`src/verilog/hpx_consts.svh`:
```
// Offsets, field positions, reset values and timing constants of the hot-plug expander controller
`ifndef HPX_CONSTS_SVH
`define HPX_CONSTS_SVH

`define HPX_CLK_NS 4
`define HPX_SAMPLE_MS 40
`define HPX_NS_PER_MS 1000000

`define HPX_OFF_SWCTL 8'h00
`define HPX_OFF_SMBSTS 8'h04
`define HPX_OFF_EXPIF 8'h08
`define HPX_OFF_CTL_B 8'h0C
`define HPX_OFF_CTL_C 8'h10
`define HPX_OFF_STS_B 8'h14
`define HPX_OFF_STS_C 8'h18
`define HPX_OFF_UPCTL 8'h1C

`define HPX_SW_REV 0
`define HPX_SMB_ADDR 23:17
`define HPX_SMB_ERR 24
`define HPX_IF_SIG 15:0
`define HPX_IF_RELOAD 16
`define HPX_IF_TEST 17
`define HPX_SC_MASK 4:0
`define HPX_SC_SLOT_IRQ_MASTER_ON 5
`define HPX_SC_AIC 7:6
`define HPX_SC_PIC 9:8
`define HPX_SC_PWR 10
`define HPX_SC_LOCK 11
`define HPX_SC_EN 12
`define HPX_SC_D3 13
`define HPX_SC_MSI 14
`define HPX_SC_INTXOFF 15
`define HPX_UP_BTNCAP 0
`define HPX_UP_ALTFN 1

`define HPX_FL_ABP 0
`define HPX_FL_PFD 1
`define HPX_FL_MRL 2
`define HPX_FL_PDC 3
`define HPX_FL_CC 4

`define HPX_SC_RST 16'h0000
`define HPX_SIG_RST 16'h3F3F
`define HPX_OUT_NEGATED 4'h3
`define HPX_IND_OFF 2'h3
`define HPX_IND_ON 2'h1
`define HPX_IND_BLINK 2'h2

`define HPX_CFG_OUTREG_VAL 8'h50
`define HPX_CFG_POL_VAL 8'h00
`define HPX_CFG_DIR_VAL 8'h0F

`endif

```
`src/verilog/hpx_pkg.sv`:
```
// Types shared by the hot-plug expander controller
package hpx_pkg;
  typedef enum logic [1:0] {PORT_A = 2'h0, PORT_B = 2'h1, PORT_C = 2'h2} hpx_port_t;
  typedef enum logic [2:0] {
    ATTN_ON = 3'h0, ATTN_BLINK = 3'h1, ATTN_OFF = 3'h2,
    PWR_ON = 3'h3, PWR_BLINK = 3'h4, PWR_OFF = 3'h5, BUTTON_PRESSED = 3'h6
  } hpx_code_t;
  typedef enum logic [2:0] {ST_IDLE = 3'h1, ST_ISSUE = 3'h2, ST_WAIT = 3'h4} hpx_state_t;
  typedef struct packed {
    logic wr;
    logic [6:0] dev;
    logic [7:0] idx;
    logic [7:0] data;
  } hpx_smb_req_t;
  typedef struct packed {
    logic valid;
    hpx_port_t port;
    hpx_code_t code;
  } hpx_msg_t;
endpackage

```
`src/verilog/hpx_ctrl.sv`:
```
// Hot-plug controller for ports A, B and C driving a 16-bit SMBus I/O expander
//
// Added by the designer: the register addresses and the plain strobed port.
`timescale 1ns/100ps
`default_nettype none
`include "hpx_consts.svh"
// Notes on behaviour
// RQ1 - Interlock outputs stay negated unless revision-select is set.
// RQ2 - Expander bits 0-3 port B inputs, 4-7 outputs; 8-15 same for C.
// RQ3 - Software loads the expander bus address during configuration.
// RQ4 - Changing the expander address starts the configuration writes.
// RQ5 - Disabled downstream ports drive all hot-plug outputs negated.
// RQ6 - Config writes 0x50 to regs 2,3, 0x0 to 4,5, 0x0F to 6,7, reads 0,1.
// RQ7 - Output changes write port B to register 2, port C to register 3.
// RQ8 - Expander interrupt pin asserted starts an input read.
// RQ9 - Input reads spaced at least 40 ms apart.
// RQ10 - Upstream button sampled no more often than every 40 ms.
// RQ11 - Port B inputs from register 0, port C inputs from register 1.
// RQ12 - Expander transaction errors recorded in the SMBus status register.
// RQ13 - Signal fields show current expander inputs and outputs.
// RQ14 - Reload bit rewrites outputs and rereads inputs.
// RQ15 - Test mode: field writes drive expander outputs, controllers blocked.
// RQ16 - Revision-select set: ports B, C send no messages, drop received ones.
// RQ17 - Revision-select clear: ports B, C send and process messages.
// RQ18 - Indicator field change on enabled port sends ON, BLINK or OFF message.
// RQ19 - Button message on enabled port sets button flag, never forwarded.
// RQ20 - Slot flags interrupt if unmasked and enabled; MSI or INTx chosen.
// RQ21 - D3hot unmasked event sends PME; command completion never wakes.
// RQ22 - Upstream port drops and sends no messages with revision-select set.
// RQ23 - Expander address is 7 bits at 23:17, reset zero, writable.
// RQ24 - Sampled upstream button press sends button message upstream.
// RQ25 - New input values compared with old set slot change flags.
module hpx_ctrl
  import hpx_pkg::*;
#(
  parameter int unsigned SAMPLE_CYCLES = (`HPX_SAMPLE_MS * `HPX_NS_PER_MS) / `HPX_CLK_NS
) (
  input wire logic clock_i, // Core clock
  input wire logic rstn_i, // Async reset, active low
  input wire logic ce_i, // Clock enable
  input wire logic [7:0] addr_i, // Register byte address
  input wire logic [31:0] wdata_i, // Register write data
  input wire logic wr_i, // Write strobe
  input wire logic rd_i, // Read strobe
  output logic [31:0] rdata_o, // Read data, cycle after strobe
  output hpx_smb_req_t smb_req_o, // Request to SMBus master engine
  output logic smb_valid_o, // Request valid until done
  input wire logic smb_done_i, // Engine finished request
  input wire logic smb_err_i, // Engine error, with done
  input wire logic [7:0] smb_rdata_i, // Engine read byte, with done
  input wire logic expander_irq_n_i, // Expander interrupt pin, active low
  input wire logic upstream_button_n_i, // Upstream button pin, active low
  input wire hpx_msg_t msg_rx_i, // Received hot-plug message
  output hpx_msg_t msg_tx_o, // Hot-plug message to send
  input wire logic msg_tx_ready_i, // Message sink accepts
  output logic [1:0] intx_o, // Legacy interrupt level, B and C
  output logic [1:0] msi_o, // MSI request pulse, B and C
  output logic [1:0] pme_o, // PM_PME request pulse, B and C
  output logic [1:0] upstream_attn_led_o, // Upstream attention indicator state
  output logic [1:0] upstream_power_led_o // Upstream power indicator state
);
  if (SAMPLE_CYCLES < 2 || SAMPLE_CYCLES >= (1 << 24)) begin : g_chk
    $error("SAMPLE_CYCLES out of range");
  end

  localparam logic [23:0] SAMPLE_LAST = 24'(SAMPLE_CYCLES - 1);

  logic rev_r;
  logic [6:0] ioe_addr_r;
  logic smb_err_r;
  logic test_r;
  logic [15:0] sig_r;
  logic [1:0][15:0] ctl_r;
  logic [1:0][4:0] flags_r;
  logic [1:0] up_ctl_r;
  logic irq_s1_r, irq_s2_r, btn_s1_r, btn_s2_r, btn_smp_r;
  logic cfg_pend_r, out_pend_r, rd_pend_r, cfg_job_r;
  logic [2:0] step_r, last_r;
  hpx_state_t st_r;
  logic [23:0] gap_r, samp_r;
  logic [4:0] mpend_r;

  function automatic logic [7:0] ctl_off(input int p);
    return (p == 0) ? `HPX_OFF_CTL_B : `HPX_OFF_CTL_C;
  endfunction

  function automatic logic [3:0] out_nib(input logic [15:0] ctl, input logic rev);
    logic [3:0] n;
    n = `HPX_OUT_NEGATED;
    if (ctl[`HPX_SC_EN]) begin
      n[0] = (ctl[`HPX_SC_AIC] == `HPX_IND_OFF);
      n[1] = (ctl[`HPX_SC_PIC] == `HPX_IND_OFF);
      n[2] = ctl[`HPX_SC_PWR];
      n[3] = ctl[`HPX_SC_LOCK] & rev;
    end
    return n;
  endfunction

  function automatic hpx_code_t ind_code(input logic [1:0] f, input logic pwr);
    hpx_code_t c;
    case (f)
      `HPX_IND_ON: c = pwr ? PWR_ON : ATTN_ON;
      `HPX_IND_BLINK: c = pwr ? PWR_BLINK : ATTN_BLINK;
      default: c = pwr ? PWR_OFF : ATTN_OFF;
    endcase
    return c;
  endfunction

  function automatic logic [7:0] op_reg(input logic [2:0] s);
    logic [7:0] r;
    case (s)
      3'h6: r = 8'h00;
      3'h7: r = 8'h01;
      default: r = {5'h00, s} + 8'h02;
    endcase
    return r;
  endfunction

  // Combinational strobes
  logic sw_wr, smb_wr, if_wr, addr_chg, reload, done, op_rd;
  logic [3:0] nib_b, nib_c;
  logic [1:0] ctl_wr, sts_wr, cap, rx_btn;
  logic [1:0][4:0] set_v;
  logic out_job_end, cfg_job_end, press;
  assign sw_wr = ce_i && wr_i && addr_i == `HPX_OFF_SWCTL;
  assign smb_wr = ce_i && wr_i && addr_i == `HPX_OFF_SMBSTS;
  assign if_wr = ce_i && wr_i && addr_i == `HPX_OFF_EXPIF;
  assign addr_chg = smb_wr && wdata_i[`HPX_SMB_ADDR] != ioe_addr_r;
  assign reload = if_wr && wdata_i[`HPX_IF_RELOAD];
  assign nib_b = out_nib(ctl_r[0], rev_r);
  assign nib_c = out_nib(ctl_r[1], rev_r);
  assign done = ce_i && st_r == ST_WAIT && smb_done_i;
  assign op_rd = step_r[2] & step_r[1];
  assign out_job_end = done && !cfg_job_r && !op_rd && step_r == last_r;
  assign cfg_job_end = done && cfg_job_r && step_r == last_r;
  assign press = ce_i && samp_r == SAMPLE_LAST && btn_smp_r && !btn_s2_r;

  always_comb begin
    for (int p = 0; p < 2; p++) begin
      ctl_wr[p] = ce_i && wr_i && addr_i == ctl_off(p);
      sts_wr[p] = ce_i && wr_i && addr_i == (p == 0 ? `HPX_OFF_STS_B : `HPX_OFF_STS_C);
      cap[p] = done && !smb_err_i && step_r == (p == 0 ? 3'h6 : 3'h7);
      rx_btn[p] = ce_i && msg_rx_i.valid && !rev_r && msg_rx_i.code == BUTTON_PRESSED &&
                  msg_rx_i.port == (p == 0 ? PORT_B : PORT_C); // [RQ16] [RQ17]
    end
    for (int p = 0; p < 2; p++) begin
      set_v[p] = '0;
      set_v[p][`HPX_FL_ABP] = rx_btn[p] | (cap[p] & sig_r[8*p] & ~smb_rdata_i[0]); // [RQ19]
      set_v[p][`HPX_FL_PFD] = cap[p] & sig_r[8*p+2] & ~smb_rdata_i[2]; // [RQ25]
      set_v[p][`HPX_FL_MRL] = cap[p] & (sig_r[8*p+3] ^ smb_rdata_i[3]);
      set_v[p][`HPX_FL_PDC] = cap[p] & (sig_r[8*p+1] ^ smb_rdata_i[1]);
      set_v[p][`HPX_FL_CC] = out_job_end;
      if (!ctl_r[p][`HPX_SC_EN]) set_v[p] = '0;
    end
  end

  // Two-flop synchronisers for pins
  always_ff @(posedge clock_i or negedge rstn_i) begin
    if (!rstn_i) begin
      {irq_s1_r, irq_s2_r, btn_s1_r, btn_s2_r} <= 4'hF;
    end else if (ce_i) begin
      irq_s1_r <= expander_irq_n_i;
      irq_s2_r <= irq_s1_r;
      btn_s1_r <= upstream_button_n_i;
      btn_s2_r <= btn_s1_r;
    end
  end

  // Software registers
  always_ff @(posedge clock_i or negedge rstn_i) begin
    if (!rstn_i) begin
      rev_r <= 1'b0;
      ioe_addr_r <= 7'h00;
      test_r <= 1'b0;
      up_ctl_r <= 2'h0;
      ctl_r <= {2{`HPX_SC_RST}};
    end else begin
      if (sw_wr) rev_r <= wdata_i[`HPX_SW_REV];
      if (smb_wr) ioe_addr_r <= wdata_i[`HPX_SMB_ADDR]; // [RQ23]
      if (if_wr) test_r <= wdata_i[`HPX_IF_TEST];
      if (ce_i && wr_i && addr_i == `HPX_OFF_UPCTL) up_ctl_r <= wdata_i[1:0];
      for (int p = 0; p < 2; p++) begin
        if (ctl_wr[p]) ctl_r[p] <= wdata_i[15:0];
      end
    end
  end

  // Error flag, set wins over write-one-to-clear
  always_ff @(posedge clock_i or negedge rstn_i) begin
    if (!rstn_i) smb_err_r <= 1'b0;
    else smb_err_r <= (smb_err_r & ~(smb_wr & wdata_i[`HPX_SMB_ERR])) | (done & smb_err_i); // [RQ12]
  end

  // Slot status flags, set wins over clear
  always_ff @(posedge clock_i or negedge rstn_i) begin
    if (!rstn_i) begin
      flags_r <= '0;
    end else begin
      for (int p = 0; p < 2; p++) begin
        flags_r[p] <= (flags_r[p] & ~(sts_wr[p] ? wdata_i[4:0] : 5'h00)) | set_v[p]; // [RQ25]
      end
    end
  end

  // Signal field: outputs follow controllers unless in test mode
  always_ff @(posedge clock_i or negedge rstn_i) begin
    if (!rstn_i) begin
      sig_r <= `HPX_SIG_RST;
    end else if (ce_i) begin
      if (test_r) begin
        if (if_wr) begin
          sig_r[7:4] <= wdata_i[7:4]; // [RQ15]
          sig_r[15:12] <= wdata_i[15:12];
        end
      end else begin
        sig_r[7:4] <= nib_b; // [RQ1] [RQ5] [RQ13]
        sig_r[15:12] <= nib_c;
      end
      if (cap[0]) sig_r[3:0] <= smb_rdata_i[3:0]; // [RQ11] [RQ2]
      if (cap[1]) sig_r[11:8] <= smb_rdata_i[3:0];
    end
  end

  // Pending expander jobs
  logic out_set;
  assign out_set = reload || cfg_job_end ||
                   (ce_i && !test_r && {nib_c, nib_b} != {sig_r[15:12], sig_r[7:4]}) || // [RQ7]
                   (if_wr && test_r && {wdata_i[15:12], wdata_i[7:4]} != {sig_r[15:12], sig_r[7:4]}); // [RQ15]
  always_ff @(posedge clock_i or negedge rstn_i) begin
    if (!rstn_i) begin
      cfg_pend_r <= 1'b0;
      out_pend_r <= 1'b0;
      rd_pend_r <= 1'b0;
    end else if (ce_i) begin
      cfg_pend_r <= (cfg_pend_r && !(st_r == ST_IDLE)) || addr_chg; // [RQ4]
      out_pend_r <= (out_pend_r && !(st_r == ST_IDLE && !cfg_pend_r)) || out_set; // [RQ14]
      rd_pend_r <= (rd_pend_r && !(st_r == ST_IDLE && !cfg_pend_r && !out_pend_r && gap_r == 24'h00_0000)) ||
                   (!irq_s2_r && st_r == ST_IDLE) || reload; // [RQ8] [RQ14]
    end
  end

  // Read spacing and button sampling timers
  always_ff @(posedge clock_i or negedge rstn_i) begin
    if (!rstn_i) begin
      gap_r <= 24'h00_0000;
    end else if (ce_i) begin
      if (st_r == ST_ISSUE && step_r == 3'h6 && gap_r == 24'h00_0000) gap_r <= SAMPLE_LAST; // [RQ9]
      else if (gap_r != 24'h00_0000) gap_r <= gap_r - 24'h00_0001;
    end
  end

  always_ff @(posedge clock_i or negedge rstn_i) begin
    if (!rstn_i) begin
      samp_r <= 24'h00_0000;
      btn_smp_r <= 1'b1;
    end else if (ce_i) begin
      samp_r <= (samp_r == SAMPLE_LAST) ? 24'h00_0000 : samp_r + 24'h00_0001;
      if (samp_r == SAMPLE_LAST) btn_smp_r <= btn_s2_r; // [RQ10]
    end
  end

  // Expander transaction sequencer
  always_ff @(posedge clock_i or negedge rstn_i) begin
    if (!rstn_i) begin
      st_r <= ST_IDLE;
      step_r <= 3'h0;
      last_r <= 3'h0;
      cfg_job_r <= 1'b0;
      smb_valid_o <= 1'b0;
      smb_req_o <= '0;
    end else if (ce_i) begin
      unique case (st_r)
        ST_IDLE: begin
          if (cfg_pend_r) begin
            {cfg_job_r, step_r, last_r, st_r} <= {1'b1, 3'h0, 3'h7, ST_ISSUE}; // [RQ6]
          end else if (out_pend_r) begin
            {cfg_job_r, step_r, last_r, st_r} <= {1'b0, 3'h0, 3'h1, ST_ISSUE};
          end else if (rd_pend_r && gap_r == 24'h00_0000) begin
            {cfg_job_r, step_r, last_r, st_r} <= {1'b0, 3'h6, 3'h7, ST_ISSUE};
          end
        end
        ST_ISSUE: begin
          if (!(step_r == 3'h6 && gap_r != 24'h00_0000)) begin // [RQ9]
            smb_valid_o <= 1'b1;
            smb_req_o.wr <= !op_rd;
            smb_req_o.dev <= ioe_addr_r;
            smb_req_o.idx <= op_reg(step_r); // [RQ6] [RQ7] [RQ11]
            if (cfg_job_r) begin
              smb_req_o.data <= (step_r < 3'h2) ? `HPX_CFG_OUTREG_VAL :
                                (step_r < 3'h4) ? `HPX_CFG_POL_VAL : `HPX_CFG_DIR_VAL;
            end else begin
              smb_req_o.data <= step_r[0] ? sig_r[15:8] : sig_r[7:0];
            end
            st_r <= ST_WAIT;
          end
        end
        ST_WAIT: begin
          if (smb_done_i) begin
            smb_valid_o <= 1'b0;
            if (step_r == last_r) begin
              st_r <= ST_IDLE;
            end else begin
              step_r <= step_r + 3'h1;
              st_r <= ST_ISSUE;
            end
          end
        end
      endcase
    end
  end

  // Interrupt and wake-up requests
  always_ff @(posedge clock_i or negedge rstn_i) begin
    if (!rstn_i) begin
      intx_o <= 2'h0;
      msi_o <= 2'h0;
      pme_o <= 2'h0;
    end else if (ce_i) begin
      for (int p = 0; p < 2; p++) begin
        intx_o[p] <= ctl_r[p][`HPX_SC_SLOT_IRQ_MASTER_ON] && !ctl_r[p][`HPX_SC_MSI] && !ctl_r[p][`HPX_SC_INTXOFF] &&
                     |(flags_r[p] & ctl_r[p][`HPX_SC_MASK]); // [RQ20]
        msi_o[p] <= ctl_r[p][`HPX_SC_SLOT_IRQ_MASTER_ON] && ctl_r[p][`HPX_SC_MSI] &&
                    |(set_v[p] & ~flags_r[p] & ctl_r[p][`HPX_SC_MASK]); // [RQ20]
        pme_o[p] <= ctl_r[p][`HPX_SC_D3] &&
                    |(set_v[p] & ~flags_r[p] & ctl_r[p][`HPX_SC_MASK] & 5'h0F); // [RQ21]
      end
    end
  end

  // Outgoing messages: pending bits B attn, B power, C attn, C power, A button
  logic [4:0] mset;
  logic [4:0] mpick;
  always_comb begin
    mset = 5'h00;
    for (int p = 0; p < 2; p++) begin
      mset[2*p] = ctl_wr[p] && !rev_r && wdata_i[`HPX_SC_EN] && wdata_i[`HPX_SC_AIC] != 2'h0 &&
                  wdata_i[`HPX_SC_AIC] != ctl_r[p][`HPX_SC_AIC]; // [RQ18] [RQ16]
      mset[2*p+1] = ctl_wr[p] && !rev_r && wdata_i[`HPX_SC_EN] && wdata_i[`HPX_SC_PIC] != 2'h0 &&
                    wdata_i[`HPX_SC_PIC] != ctl_r[p][`HPX_SC_PIC]; // [RQ18]
    end
    mset[4] = press && !rev_r && up_ctl_r[`HPX_UP_BTNCAP] && up_ctl_r[`HPX_UP_ALTFN]; // [RQ24] [RQ22]
    mpick = 5'h00;
    for (int i = 4; i >= 0; i--) begin
      if (mpend_r[i]) mpick = 5'h01 << i;
    end
  end

  logic tx_free;
  assign tx_free = !msg_tx_o.valid || msg_tx_ready_i;
  always_ff @(posedge clock_i or negedge rstn_i) begin
    if (!rstn_i) begin
      mpend_r <= 5'h00;
      msg_tx_o <= '0;
    end else if (ce_i) begin
      mpend_r <= (mpend_r & ~(tx_free ? mpick : 5'h00)) | mset;
      if (tx_free) begin
        msg_tx_o.valid <= |mpick;
        msg_tx_o.port <= mpick[4] ? PORT_A : (|mpick[1:0] ? PORT_B : PORT_C);
        msg_tx_o.code <= mpick[4] ? BUTTON_PRESSED :
                         mpick[0] ? ind_code(ctl_r[0][`HPX_SC_AIC], 1'b0) :
                         mpick[1] ? ind_code(ctl_r[0][`HPX_SC_PIC], 1'b1) :
                         mpick[2] ? ind_code(ctl_r[1][`HPX_SC_AIC], 1'b0) :
                         ind_code(ctl_r[1][`HPX_SC_PIC], 1'b1);
      end
    end
  end

  // Upstream indicators driven by received messages
  always_ff @(posedge clock_i or negedge rstn_i) begin
    if (!rstn_i) begin
      upstream_attn_led_o <= `HPX_IND_OFF;
      upstream_power_led_o <= `HPX_IND_OFF;
    end else if (ce_i && msg_rx_i.valid && msg_rx_i.port == PORT_A && !rev_r) begin // [RQ22]
      case (msg_rx_i.code)
        ATTN_ON: upstream_attn_led_o <= `HPX_IND_ON;
        ATTN_BLINK: upstream_attn_led_o <= `HPX_IND_BLINK;
        ATTN_OFF: upstream_attn_led_o <= `HPX_IND_OFF;
        PWR_ON: upstream_power_led_o <= `HPX_IND_ON;
        PWR_BLINK: upstream_power_led_o <= `HPX_IND_BLINK;
        PWR_OFF: upstream_power_led_o <= `HPX_IND_OFF;
        default: ;
      endcase
    end
  end

  // Register read port
  always_ff @(posedge clock_i or negedge rstn_i) begin
    if (!rstn_i) begin
      rdata_o <= 32'h0000_0000;
    end else if (ce_i) begin
      rdata_o <= 32'h0000_0000;
      if (rd_i) begin
        case (addr_i)
          `HPX_OFF_SWCTL: rdata_o[`HPX_SW_REV] <= rev_r;
          `HPX_OFF_SMBSTS: rdata_o <= {7'h00, smb_err_r, ioe_addr_r, 17'h0_0000};
          `HPX_OFF_EXPIF: rdata_o <= {14'h0000, test_r, 1'b0, sig_r}; // [RQ13]
          `HPX_OFF_CTL_B: rdata_o[15:0] <= ctl_r[0];
          `HPX_OFF_CTL_C: rdata_o[15:0] <= ctl_r[1];
          `HPX_OFF_STS_B: rdata_o[4:0] <= flags_r[0];
          `HPX_OFF_STS_C: rdata_o[4:0] <= flags_r[1];
          `HPX_OFF_UPCTL: rdata_o[1:0] <= up_ctl_r;
          default: ;
        endcase
      end
    end
  end

  // Checks
  logic [24:0] rd_age_r;
  logic rd_seen_r;
  always_ff @(posedge clock_i or negedge rstn_i) begin
    if (!rstn_i) begin
      rd_age_r <= 25'h000_0000;
      rd_seen_r <= 1'b0;
    end else if (ce_i) begin
      if (st_r == ST_ISSUE && step_r == 3'h6 && gap_r == 24'h00_0000) begin
        rd_age_r <= 25'h000_0000;
        rd_seen_r <= 1'b1;
      end else if (!rd_age_r[24]) begin
        rd_age_r <= rd_age_r + 25'h000_0001;
      end
    end
  end
endmodule
`default_nettype wire

```
`config.mk`:
```
export PLATFORM = sky130hd
export DESIGN_NAME = hpx_ctrl
export DESIGN_NICKNAME = d
export VERILOG_FILES = /design/src/verilog/hpx_pkg.sv /design/src/verilog/hpx_ctrl.sv
export VERILOG_INCLUDE_DIRS = /design/src /design/src/verilog
export SDC_FILE = /design/constraint.sdc
export NUM_CORES = 1
export LEC_CHECK = 0
export BUFFER_PORTS_ARGS = -buffer_cell sky130_fd_sc_hd__clkbuf_2
export CORE_UTILIZATION = 36
export CTS_BUF_LIST = sky130_fd_sc_hd__clkbuf_8
export DETAILED_ROUTE_END_ITERATION = 8
export GPL_TIMING_DRIVEN = 1
export PLACE_DENSITY = 0.62
export SETUP_SLACK_MARGIN = 0.2
export SLEW_MARGIN = 10
export SYNTH_ARGS = -nofsm -noshare
export SYNTH_HDL_FRONTEND = slang
export SYNTH_SLANG_ARGS = --single-unit
```
`constraint.sdc`:
```
create_clock -name clock_i -period 7.23 [get_ports clock_i]
set_clock_uncertainty 0.2 [all_clocks]
set_input_delay 2.169 -clock clock_i [delete_from_list [all_inputs] [get_ports clock_i]]
set_output_delay 2.169 -clock clock_i [all_outputs]
set_load 0.02 [all_outputs]
```
Word level (Yosys, flattened, before mapping)
Index checks and enable logic that the tools add are counted.

Logic and storage cells: 335. Output and inout bits: 73. Register bits: 214. Bits of input ports: 64.

Bitwise gates (word level): 46. Mux-type cells: 64. Add/subtract/negate cells: 4. Reduce and logical (&&, ||, !) cells: 132. Equal/unequal tests: 46. Order comparisons: 2.

Operators with widths (number): $logic_and A1 B1 Y1 (73); $mux W24 (3); $mux W3 (17); $mux W5 (10); $and A5 B5 Y5 (9); $pmux W11 S3 (1); $eq A8 B5 Y1 const B (4); $mux W4 (7); $mux W25 (1); $not A5 Y5 (5); $reduce_or A5 Y1 (5); $add A24 B1 Y24 const B (1); $eq A24 B24 Y1 const B (1); $logic_not A24 Y1 (1); $reduce_bool A24 Y1 (1); $sub A24 B1 Y24 const B (1); $and A1 B1 Y1 (18); $eq A2 B2 Y1 const B (9); $eq A3 B3 Y1 const B (6); $pmux W3 S2 (3); $pmux W9 S2 (1); $logic_not A1 Y1 (17); $eq A8 B4 Y1 const B (2); $mux W8 (2); 42 further kinds (96).

Logic depth before layout (Yosys ltp)
Gate-level depths: netlist (run 1).

Depth in word-level cells: 13. Mapped depth: 10. Mapped depth without buffers: 7.

Worst setup path before layout (run 1)
OpenSTA, ideal clock, no wires.

Kind: input port to flip-flop. Start point: input addr_i[1]. End point: register sig_r[14]. Data arrival time: 4104 ps. Data required time: 6905 ps. Buffers on the path: 1. Setup slack: 2801 ps. Setup time: 125 ps. Stages on the path: 6. Path through: or3_1 > clkbuf_1 > nor4_2 > nand2_1 > a21oi_2 > mux2_2.

Word-level cells in the longest chain between the ends: 4.

RTL lines: start, declared (line hpx_ctrl.sv:41) `input wire logic [7:0] addr_i,`; $eq A8 B4 Y1; $logic_and A1 B1 Y1 (no source line); $ne A2 B1 Y1 (no source line); $reduce_and A2 Y1 (no source line); end signal, assigned (line hpx_ctrl.sv:208) `` sig_r <= `HPX_SIG_RST; ``; end signal, assigned (line hpx_ctrl.sv:213) `sig_r[15:12] <= wdata_i[15:12];`; end signal, assigned (line hpx_ctrl.sv:217) `sig_r[15:12] <= nib_c;`; end, declared (line hpx_ctrl.sv:72) `logic [15:0] sig_r;`.

No other way between the ends. A chain may end at the register's enable or synchronous reset.

Worst setup path after layout (run 1)
Start point: input addr_i[1]. End point: register ctl_r[5] (netlist bit).

Word-level cells in the longest chain between the ends: 2.

RTL lines: $eq A8 B4 Y1 (line hpx_ctrl.sv:140) `ctl_wr[p] = ce_i && wr_i && addr_i == ctl_off(p);`; $logic_and A1 B1 Y1 (line hpx_ctrl.sv:140); end signal, assigned (line hpx_ctrl.sv:176) `` ctl_r <= {2{`HPX_SC_RST}}; ``; end signal, assigned by index (line hpx_ctrl.sv:183) `if (ctl_wr[p]) ctl_r[p] <= wdata_i[15:0];`; end, declared (line hpx_ctrl.sv:73) `logic [1:0][15:0] ctl_r;`.

No other way between the ends.

==> metrics.log, run 1 <==
[metrics] outcome: finished clean
[metrics] transition time at the pin with the least slew margin: 1110 ps
[metrics] post-DR wirelength/cell: 18.4 um
[metrics] type of the worst min-delay path: register to register
[metrics] total number of nets in the final design: 1,148
[metrics] number of register bits inferred by synthesis: 201
[metrics] worst hold stages: 1
[metrics] timing-limited maximum frequency: 0.221 GHz
[metrics] total clock sinks: 201
[metrics] weighted congestion reported at the end of routability-driven placement: 0.837
[metrics] PD cells: 275 nW/um2
[metrics] post-detailed-route DRC marker count: 0
[metrics] setup_tns: 0 ps
[metrics] global routing met3 resource utilization: 3.91%
[metrics] Fin. Hold Viols: 0
[metrics] data arrival time of the critical path: 4710 ps
[metrics] vias post-DR: 7,942
[metrics] async set-or-reset flop fraction in the synthesized netlist: 100%
[metrics] height of the chip: 171 um
[metrics] number of max-slew violations in the final report: 0
[metrics] post-CTS setup buffer count: 0
[metrics] Max-Slew Margin vs Limit: 25.7%
[metrics] post-cts sizing count: 0
[metrics] met2 routing resource usage after global routing: 29.3%
[metrics] hold_buf cts: 0
[metrics] antenna violations before repair: 0
[metrics] type of element capturing the critical path: register
[metrics] most numerous cell in the Yosys netlist: sky130_fd_sc_hd__dfrtp_1
[metrics] largest driver fanout on the critical path: 19
[metrics] largest net degree at the start of global routing: 116
[metrics] Post-Synthesis Cells: 951
[metrics] Ys Warns: 0
[metrics] number of I/O pins: 137
[metrics] Register-to-Register Path Depth: 7
[metrics] Power Total: 3.28 mW
[metrics] placed cell areas: 11,200 um2
[metrics] instance count on the critical path: 6
[metrics] sequential area share after synthesis: 49.2%
[metrics] MaxCap Viol Count: 0
[metrics] core region area: 27,900 um2
[metrics] width of the chip: 171 um
[metrics] TritonCTS Buffers: 38
[metrics] Synth top area share: 43.6%
[metrics] required time of the critical path: 7420 ps
[metrics] time the final worst path needs with I/O delays and setup: 4520 ps
[metrics] CTS tree: done
[metrics] Via density: 5.37
[metrics] post-synthesis cell type with the largest combined area: sky130_fd_sc_hd__dfrtp_1
[metrics] leakage power total: 5.52 nW
[metrics] global router's overall resource usage: 18.8%
[metrics] unrepaired setup endpoints after global routing: false
[metrics] Worst-path clk slew: 60 ps
[metrics] Starting Density: 36.8%
[metrics] category of the worst setup path launch point: primary input
[metrics] ranking of synthesized cells by area: sky130_fd_sc_hd__dfrtp_1 44%, sky130_fd_sc_hd__mux2_2 8.4%, sky130_fd_sc_hd__dfstp_2 5.6%
[metrics] predominant post-synthesis flop cell: sky130_fd_sc_hd__dfrtp_1
[metrics] insertion delay of the later-clocked pin in the worst-skew pair: 530 ps
[metrics] Final Instance Count excl. Fillers: 1,480
[metrics] estimated wirelength of the detail-placed design: 18,900 um
[metrics] PortBufs: 113
[metrics] # setup viols final: 0
[metrics] post-synth design cell area: 10,300 um2
[metrics] met1 track demand over resource in global routing: 26.0%
[metrics] Avg Synthesized Cell Area: 10.8 um2
[metrics] Area Overhead vs Synth: 16.3%
[metrics] die outline area: 29,200 um2
[metrics] number of cells after detailed placement: 1,411
[metrics] buffer depth of the longest clock path: 3
[metrics] global-route wire length before repair: 42,600 um
[metrics] Pre-antenna DRT Iters: 5
[metrics] gate family responsible for the most delay along the worst path: simple AND/OR/NAND/NOR gates
[metrics] number of nets with antenna violations after detailed routing: 0
[metrics] wirelength, routed: 27,300 um
[metrics] initial drt markers: 594
[metrics] number of levels the H-tree was split into: 2
[metrics] CP bufs+invs: 2
[metrics] peak-usage layer in the global routing report: met2
[metrics] share of cells above drive strength 1: 27.6%
[metrics] Post-Layout Inst Area: 12,000 um2
[metrics] final critical-path share of the clock period: 62.5%
[metrics] CP peak stage delay: 910 ps
[metrics] standard-cell rows: 61
[metrics] Crit Path Category: primary input to register
[metrics] ranking of synthesized cells by instance count: 179 x sky130_fd_sc_hd__dfrtp_1, 77 x sky130_fd_sc_hd__mux2_2, 72 x sky130_fd_sc_hd__nand2_1
[metrics] antenna diode count: 0
[metrics] VDD IR-drop max: 0.138 mV
[metrics] clk root buf: sky130_fd_sc_hd__clkbuf_8
[metrics] number of enable-type register cells in the synthesized netlist: 0
[metrics] Unique masters post-synth: 75
[metrics] global-route congestion overflow total: 0
[metrics] cell type of the slowest stage on the worst timing path: sky130_fd_sc_hd__and2_1
[metrics] vias in the first global route: 7,546
[metrics] critical path cell sequence: clkbuf_2 -> or3_1 -> nor4_2 -> buf_4 -> and2_1 -> mux2_2
==> layout by cell type, fill, tap and decap left out, types with 26 or more instances in the layout <==
cell	n
sky130_fd_sc_hd__a21oi_1	33
sky130_fd_sc_hd__a22o_1	28
sky130_fd_sc_hd__clkbuf_2	112
sky130_fd_sc_hd__clkbuf_8	52
sky130_fd_sc_hd__dfrtp_1	179
sky130_fd_sc_hd__inv_1	49
sky130_fd_sc_hd__mux2_2	77
sky130_fd_sc_hd__nand2_1	72
sky130_fd_sc_hd__nor2_1	62
sky130_fd_sc_hd__o21ai_0	40
sky130_fd_sc_hd__xnor2_1	38
sky130_fd_sc_hd__xor2_1	26
==> logic make-up after synthesis <==
logic type                 Yosys count  synth area share (%)
DFF                                201                  49.2
buffers and inverters               86                  3.94
AOI/OAI and AO/OA                  197                  14.1
other                                1                0.0365
xor gates and xnor gates            64                  5.45
adders and majority gates           11                  1.34
and+or+nand+nor                    295                  15.6
muxes                               96                  10.3
==> stage by stage <==
step	worst slack [ps]	hold WS [ps]	utilization, %
3_5_place_dp	2210	271	40.0
4_1_cts	2760	285	42.8
5_1_grt	2610	293	42.8
2_1_floorplan	2800	247	-
6_report	2710	282	42.8
3_3_place_gp	2260	267	40.0
==> worst paths after layout <==
| path | startpoint | end | slack [ps] |
|---|---|---|---|
| max in group asynchronous | rstn_i | ioe_addr_r[4]$_DFFE_PN0P_ | 4080 |
| min | samp_r[18]$_DFFE_PN0P_ | samp_r[18]$_DFFE_PN0P_ | 280 |
| min in group asynchronous | rstn_i | smb_req_o[0]$_DFFE_PN0P_ | 1570 |
| max | addr_i[1] | ctl_r[5]$_DFFE_PN0P_ | 2710 |
| min reg2reg | samp_r[18]$_DFFE_PN0P_ | samp_r[18]$_DFFE_PN0P_ | 280 |
| max reg2reg | gap_r[1]$_DFFE_PN0P_ | gap_r[14]$_DFFE_PN0P_ | 3890 |
==> state kept, by name, summed over array words and instances, names as in the netlist, 3 cells and up <==
name and cells:
ctl_r 32, rdata_o 24, sig_r 16, st_r 3
step_r 3, smb_req_o 20, mpend_r 5, ioe_addr_r 7
flags_r 10, msg_tx_o 6, gap_r 24, samp_r 24
==> where the power goes <==
part | leakage [nW] | internal (mW) | switching, mW
Clock | 0.461 | 0.625 | 0.478
Combinational | 2.45 | 0.287 | 0.412
Sequential | 2.61 | 1.30 | 0.183
==> final cells by class <==
class	count	area [um2]
fill	2753	16000
inverter	33	124
multi-input combinational	675	4870
tap	378	473
clock buffer	51	702
sequential	201	5060
clock inverter	18	68.8
timing repair buffer	124	657
==> layer usage <==
layer | up-vias | share of wire (%)
li1 | 3706 | -
met1 | 3938 | 45
met2 | 249 | 46
met3 | 49 | 6.3
met4 | 0 | 2.2
met5 | - | 0
No activity file was read; power rests on OpenSTA's default activity.
==> inputs of run 2 (changes only) <==
--- a/config.mk
+++ b/config.mk
@@ -11,7 +11,7 @@
 export CTS_BUF_LIST = sky130_fd_sc_hd__clkbuf_8
 export DETAILED_ROUTE_END_ITERATION = 8
 export GPL_TIMING_DRIVEN = 1
-export PLACE_DENSITY = 0.62
+export PLACE_DENSITY = 0.64
 export SETUP_SLACK_MARGIN = 0.2
 export SLEW_MARGIN = 10
 export SYNTH_ARGS = -nofsm -noshare
==> constraint.sdc (replaced) <==
create_clock -name clock_i -period 4 [get_ports clock_i]
set_clock_uncertainty 0.2 [all_clocks]
set_input_delay 1.2 -clock clock_i [delete_from_list [all_inputs] [get_ports clock_i]]
set_output_delay 1.2 -clock clock_i [all_outputs]
set_load 0.02 [all_outputs]
==> run 2 against run 1 <==
Net effect: first-iteration DRC count fell by 3.2%; global-route usage is 0.27 points higher; largest cell class unchanged; sequential share of layout area is 0.29 points lower; die area did not move; sequential power increased by 78%; non-clock buffer count up 17.
==> metrics.log, run 2 (same netlist as run 1, synthesis figures left out) <==
[metrics] outcome: finished clean
[metrics] switching power share of the total: 33.2%
[metrics] Final Util: 43.1%
[metrics] setup_tns: 0 ps
[metrics] required time of the critical path: 4190 ps
[metrics] unrepaired setup endpoints after global routing: false
[metrics] power spent charging and discharging nets: 1.94 mW
[metrics] area of all sequential standard cells: 5060 um2
[metrics] part of the total power dissipated in sequential elements: 45.1%
[metrics] number of levels the H-tree was split into: 2
[metrics] wirelength, routed: 27,100 um
[metrics] placed cell areas: 11,300 um2
[metrics] Crit Path Category: register to register
[metrics] number of flip-flops under the largest register name: 32
[metrics] number of max-slew violations in the final report: 0
[metrics] total clock sinks: 201
[metrics] number of nets with antenna violations after detailed routing: 0
[metrics] largest net degree at the start of global routing: 73
[metrics] global-route congestion overflow total: 0
[metrics] MaxCap Viol Count: 0
[metrics] Power Total: 5.84 mW
[metrics] data arrival time of the critical path: 3300 ps
[metrics] number of I/O pins: 137
[metrics] vias post-DR: 8,010
[metrics] initial drt markers: 575
[metrics] worst setup timing slack at the placement stage: 507 ps
[metrics] total of fill cells in the finished design: 2,719
[metrics] timing-limited maximum frequency: 0.322 GHz
[metrics] worst hold margin: 280 ps
[metrics] Final WS setup: 891 ps
[metrics] PD cells: 485 nW/um2
[metrics] width of the chip: 171 um
[metrics] post-cts sizing count: 0
[metrics] category of the worst setup path launch point: register
[metrics] insertion delay of the later-clocked pin in the worst-skew pair: 520 ps
[metrics] antenna violations before repair: 0
[metrics] buffer depth of the longest clock path: 3
[metrics] time the final worst path needs with I/O delays and setup: 3110 ps
[metrics] global-route wire length before repair: 43,600 um
[metrics] die outline area: 29,200 um2
[metrics] post-detailed-route DRC marker count: 0
[metrics] largest driver fanout on the critical path: 16
[metrics] Pre-antenna DRT Iters: 8
[metrics] # setup viols final: 0
[metrics] CTS tree: done
[metrics] post-DR wirelength/cell: 18.1 um
[metrics] Final Instance Count excl. Fillers: 1,493
[metrics] type of the worst min-delay path: register to register
[metrics] post-CTS setup buffer count: 0
[metrics] total number of nets in the final design: 1,165
[metrics] final critical-path share of the clock period: 77.7%
[metrics] estimated wirelength of the detail-placed design: 19,300 um
[metrics] hold_buf cts: 0
[metrics] Area Overhead vs Synth: 17.1%
[metrics] core region area: 27,900 um2
[metrics] Max-Slew Margin vs Limit: 48.5%
[metrics] antenna diode count: 0
[metrics] PortBufs: 113
[metrics] VDD IR-drop max: 0.277 mV
[metrics] share of cells above drive strength 1: 28.7%
[metrics] Worst-path clk slew: 60 ps
[metrics] register bank with the most flops: ctl_r
[metrics] clk root buf: sky130_fd_sc_hd__clkbuf_8
[metrics] Fin. Hold Viols: 0
[metrics] Internal: 3.91 mW
[metrics] Post-Layout Inst Area: 12,000 um2
[metrics] global router's overall resource usage: 19.1%
[metrics] Starting Density: 36.8%
[metrics] weighted congestion reported at the end of routability-driven placement: 0.838
[metrics] number of cells after detailed placement: 1,428
[metrics] Comb power frac: 22.4%
[metrics] clock share of power: 32.5%
[metrics] Via density: 5.37
[metrics] R2R Setup Slk: 890 ps
[metrics] leakage power total: 5.58 nW
[metrics] total area of multi-input combinational cells: 4870 um2
[metrics] type of element capturing the critical path: register
[metrics] transition time at the pin with the least slew margin: 767 ps
[metrics] most common cell after layout, fill and taps aside: sky130_fd_sc_hd__dfrtp_1
[metrics] TritonCTS Buffers: 38
[metrics] height of the chip: 171 um
[metrics] standard-cell rows: 61
[metrics] commonest cells after routing, fill and taps aside: 179 x sky130_fd_sc_hd__dfrtp_1, 112 x sky130_fd_sc_hd__clkbuf_2, 77 x sky130_fd_sc_hd__mux2_2
[metrics] vias in the first global route: 7,871
[run 2: cell types whose count changed in the layout (fill, tap and decap cells not counted), sizes merged]
cell,before,now
buf,11,28
clkbuf,164,159
clkinv,1,4
inv,50,47
clkinvlp,0,1
[run 2: area by class of cell]
cell class / count / area share [%]
multi-input cells: 675 / 40.5
inverters: 33 / 1.03
clock buffers: 46 / 5.26
repair buffers: 141 / 6.62
clock inverters: 19 / 0.665
well taps: 378 / 3.93
flip-flops and latches: 201 / 42.0
[run 2: final timing paths]
check                                      start                       end  cells after the start
setup / recovery            gap_r[0]$_DFFE_PN0P_  smb_req_o[9]$_DFFE_PN0P_                      8
hold / removal             gap_r[23]$_DFFE_PN0P_     gap_r[23]$_DFFE_PN0P_                      1
setup reg to reg            gap_r[0]$_DFFE_PN0P_  smb_req_o[9]$_DFFE_PN0P_                      8
hold reg to reg            gap_r[23]$_DFFE_PN0P_     gap_r[23]$_DFFE_PN0P_                      1
max in group asynchronous                 rstn_i      btn_s1_r$_DFFE_PN1P_                      2
min in group asynchronous                 rstn_i  smb_req_o[0]$_DFFE_PN0P_                      1
[run 2: metal layers]
| metal | part of all wire (%) | GRT usage (%) | vias to the layer above |
|---|---|---|---|
| met5 | 0 | 0 | - |
| met4 | 3.1 | 7.53 | 0 |
| met3 | 5.8 | 3.63 | 63 |
| met2 | 45 | 29.9 | 236 |
| met1 | 46 | 25.9 | 3966 |
| li1 | - | - | 3745 |
[run 2: power groups by stage]
stage | clock network (mW) | logic (mW) | registers (mW)
after floorplan | 0 | 0.906 | 2.66
after global placement | 0 | 1.28 | 2.66
after detailed placement | 0 | 1.31 | 2.67
after CTS | 1.96 | 1.32 | 2.64
after global routing | 2.05 | 1.47 | 2.68
final | 1.90 | 1.31 | 2.64
[run 2: worst max-delay path, cell delays in order, from the launching register on]
cell and delay [ps]:
sky130_fd_sc_hd__dfrtp_1 440, sky130_fd_sc_hd__inv_1 80, sky130_fd_sc_hd__ha_1 180, sky130_fd_sc_hd__or4b_4 550, sky130_fd_sc_hd__or4_4 590, sky130_fd_sc_hd__nor2_4 130
sky130_fd_sc_hd__o21ai_2 180, sky130_fd_sc_hd__buf_4 290, sky130_fd_sc_hd__mux2_1 320
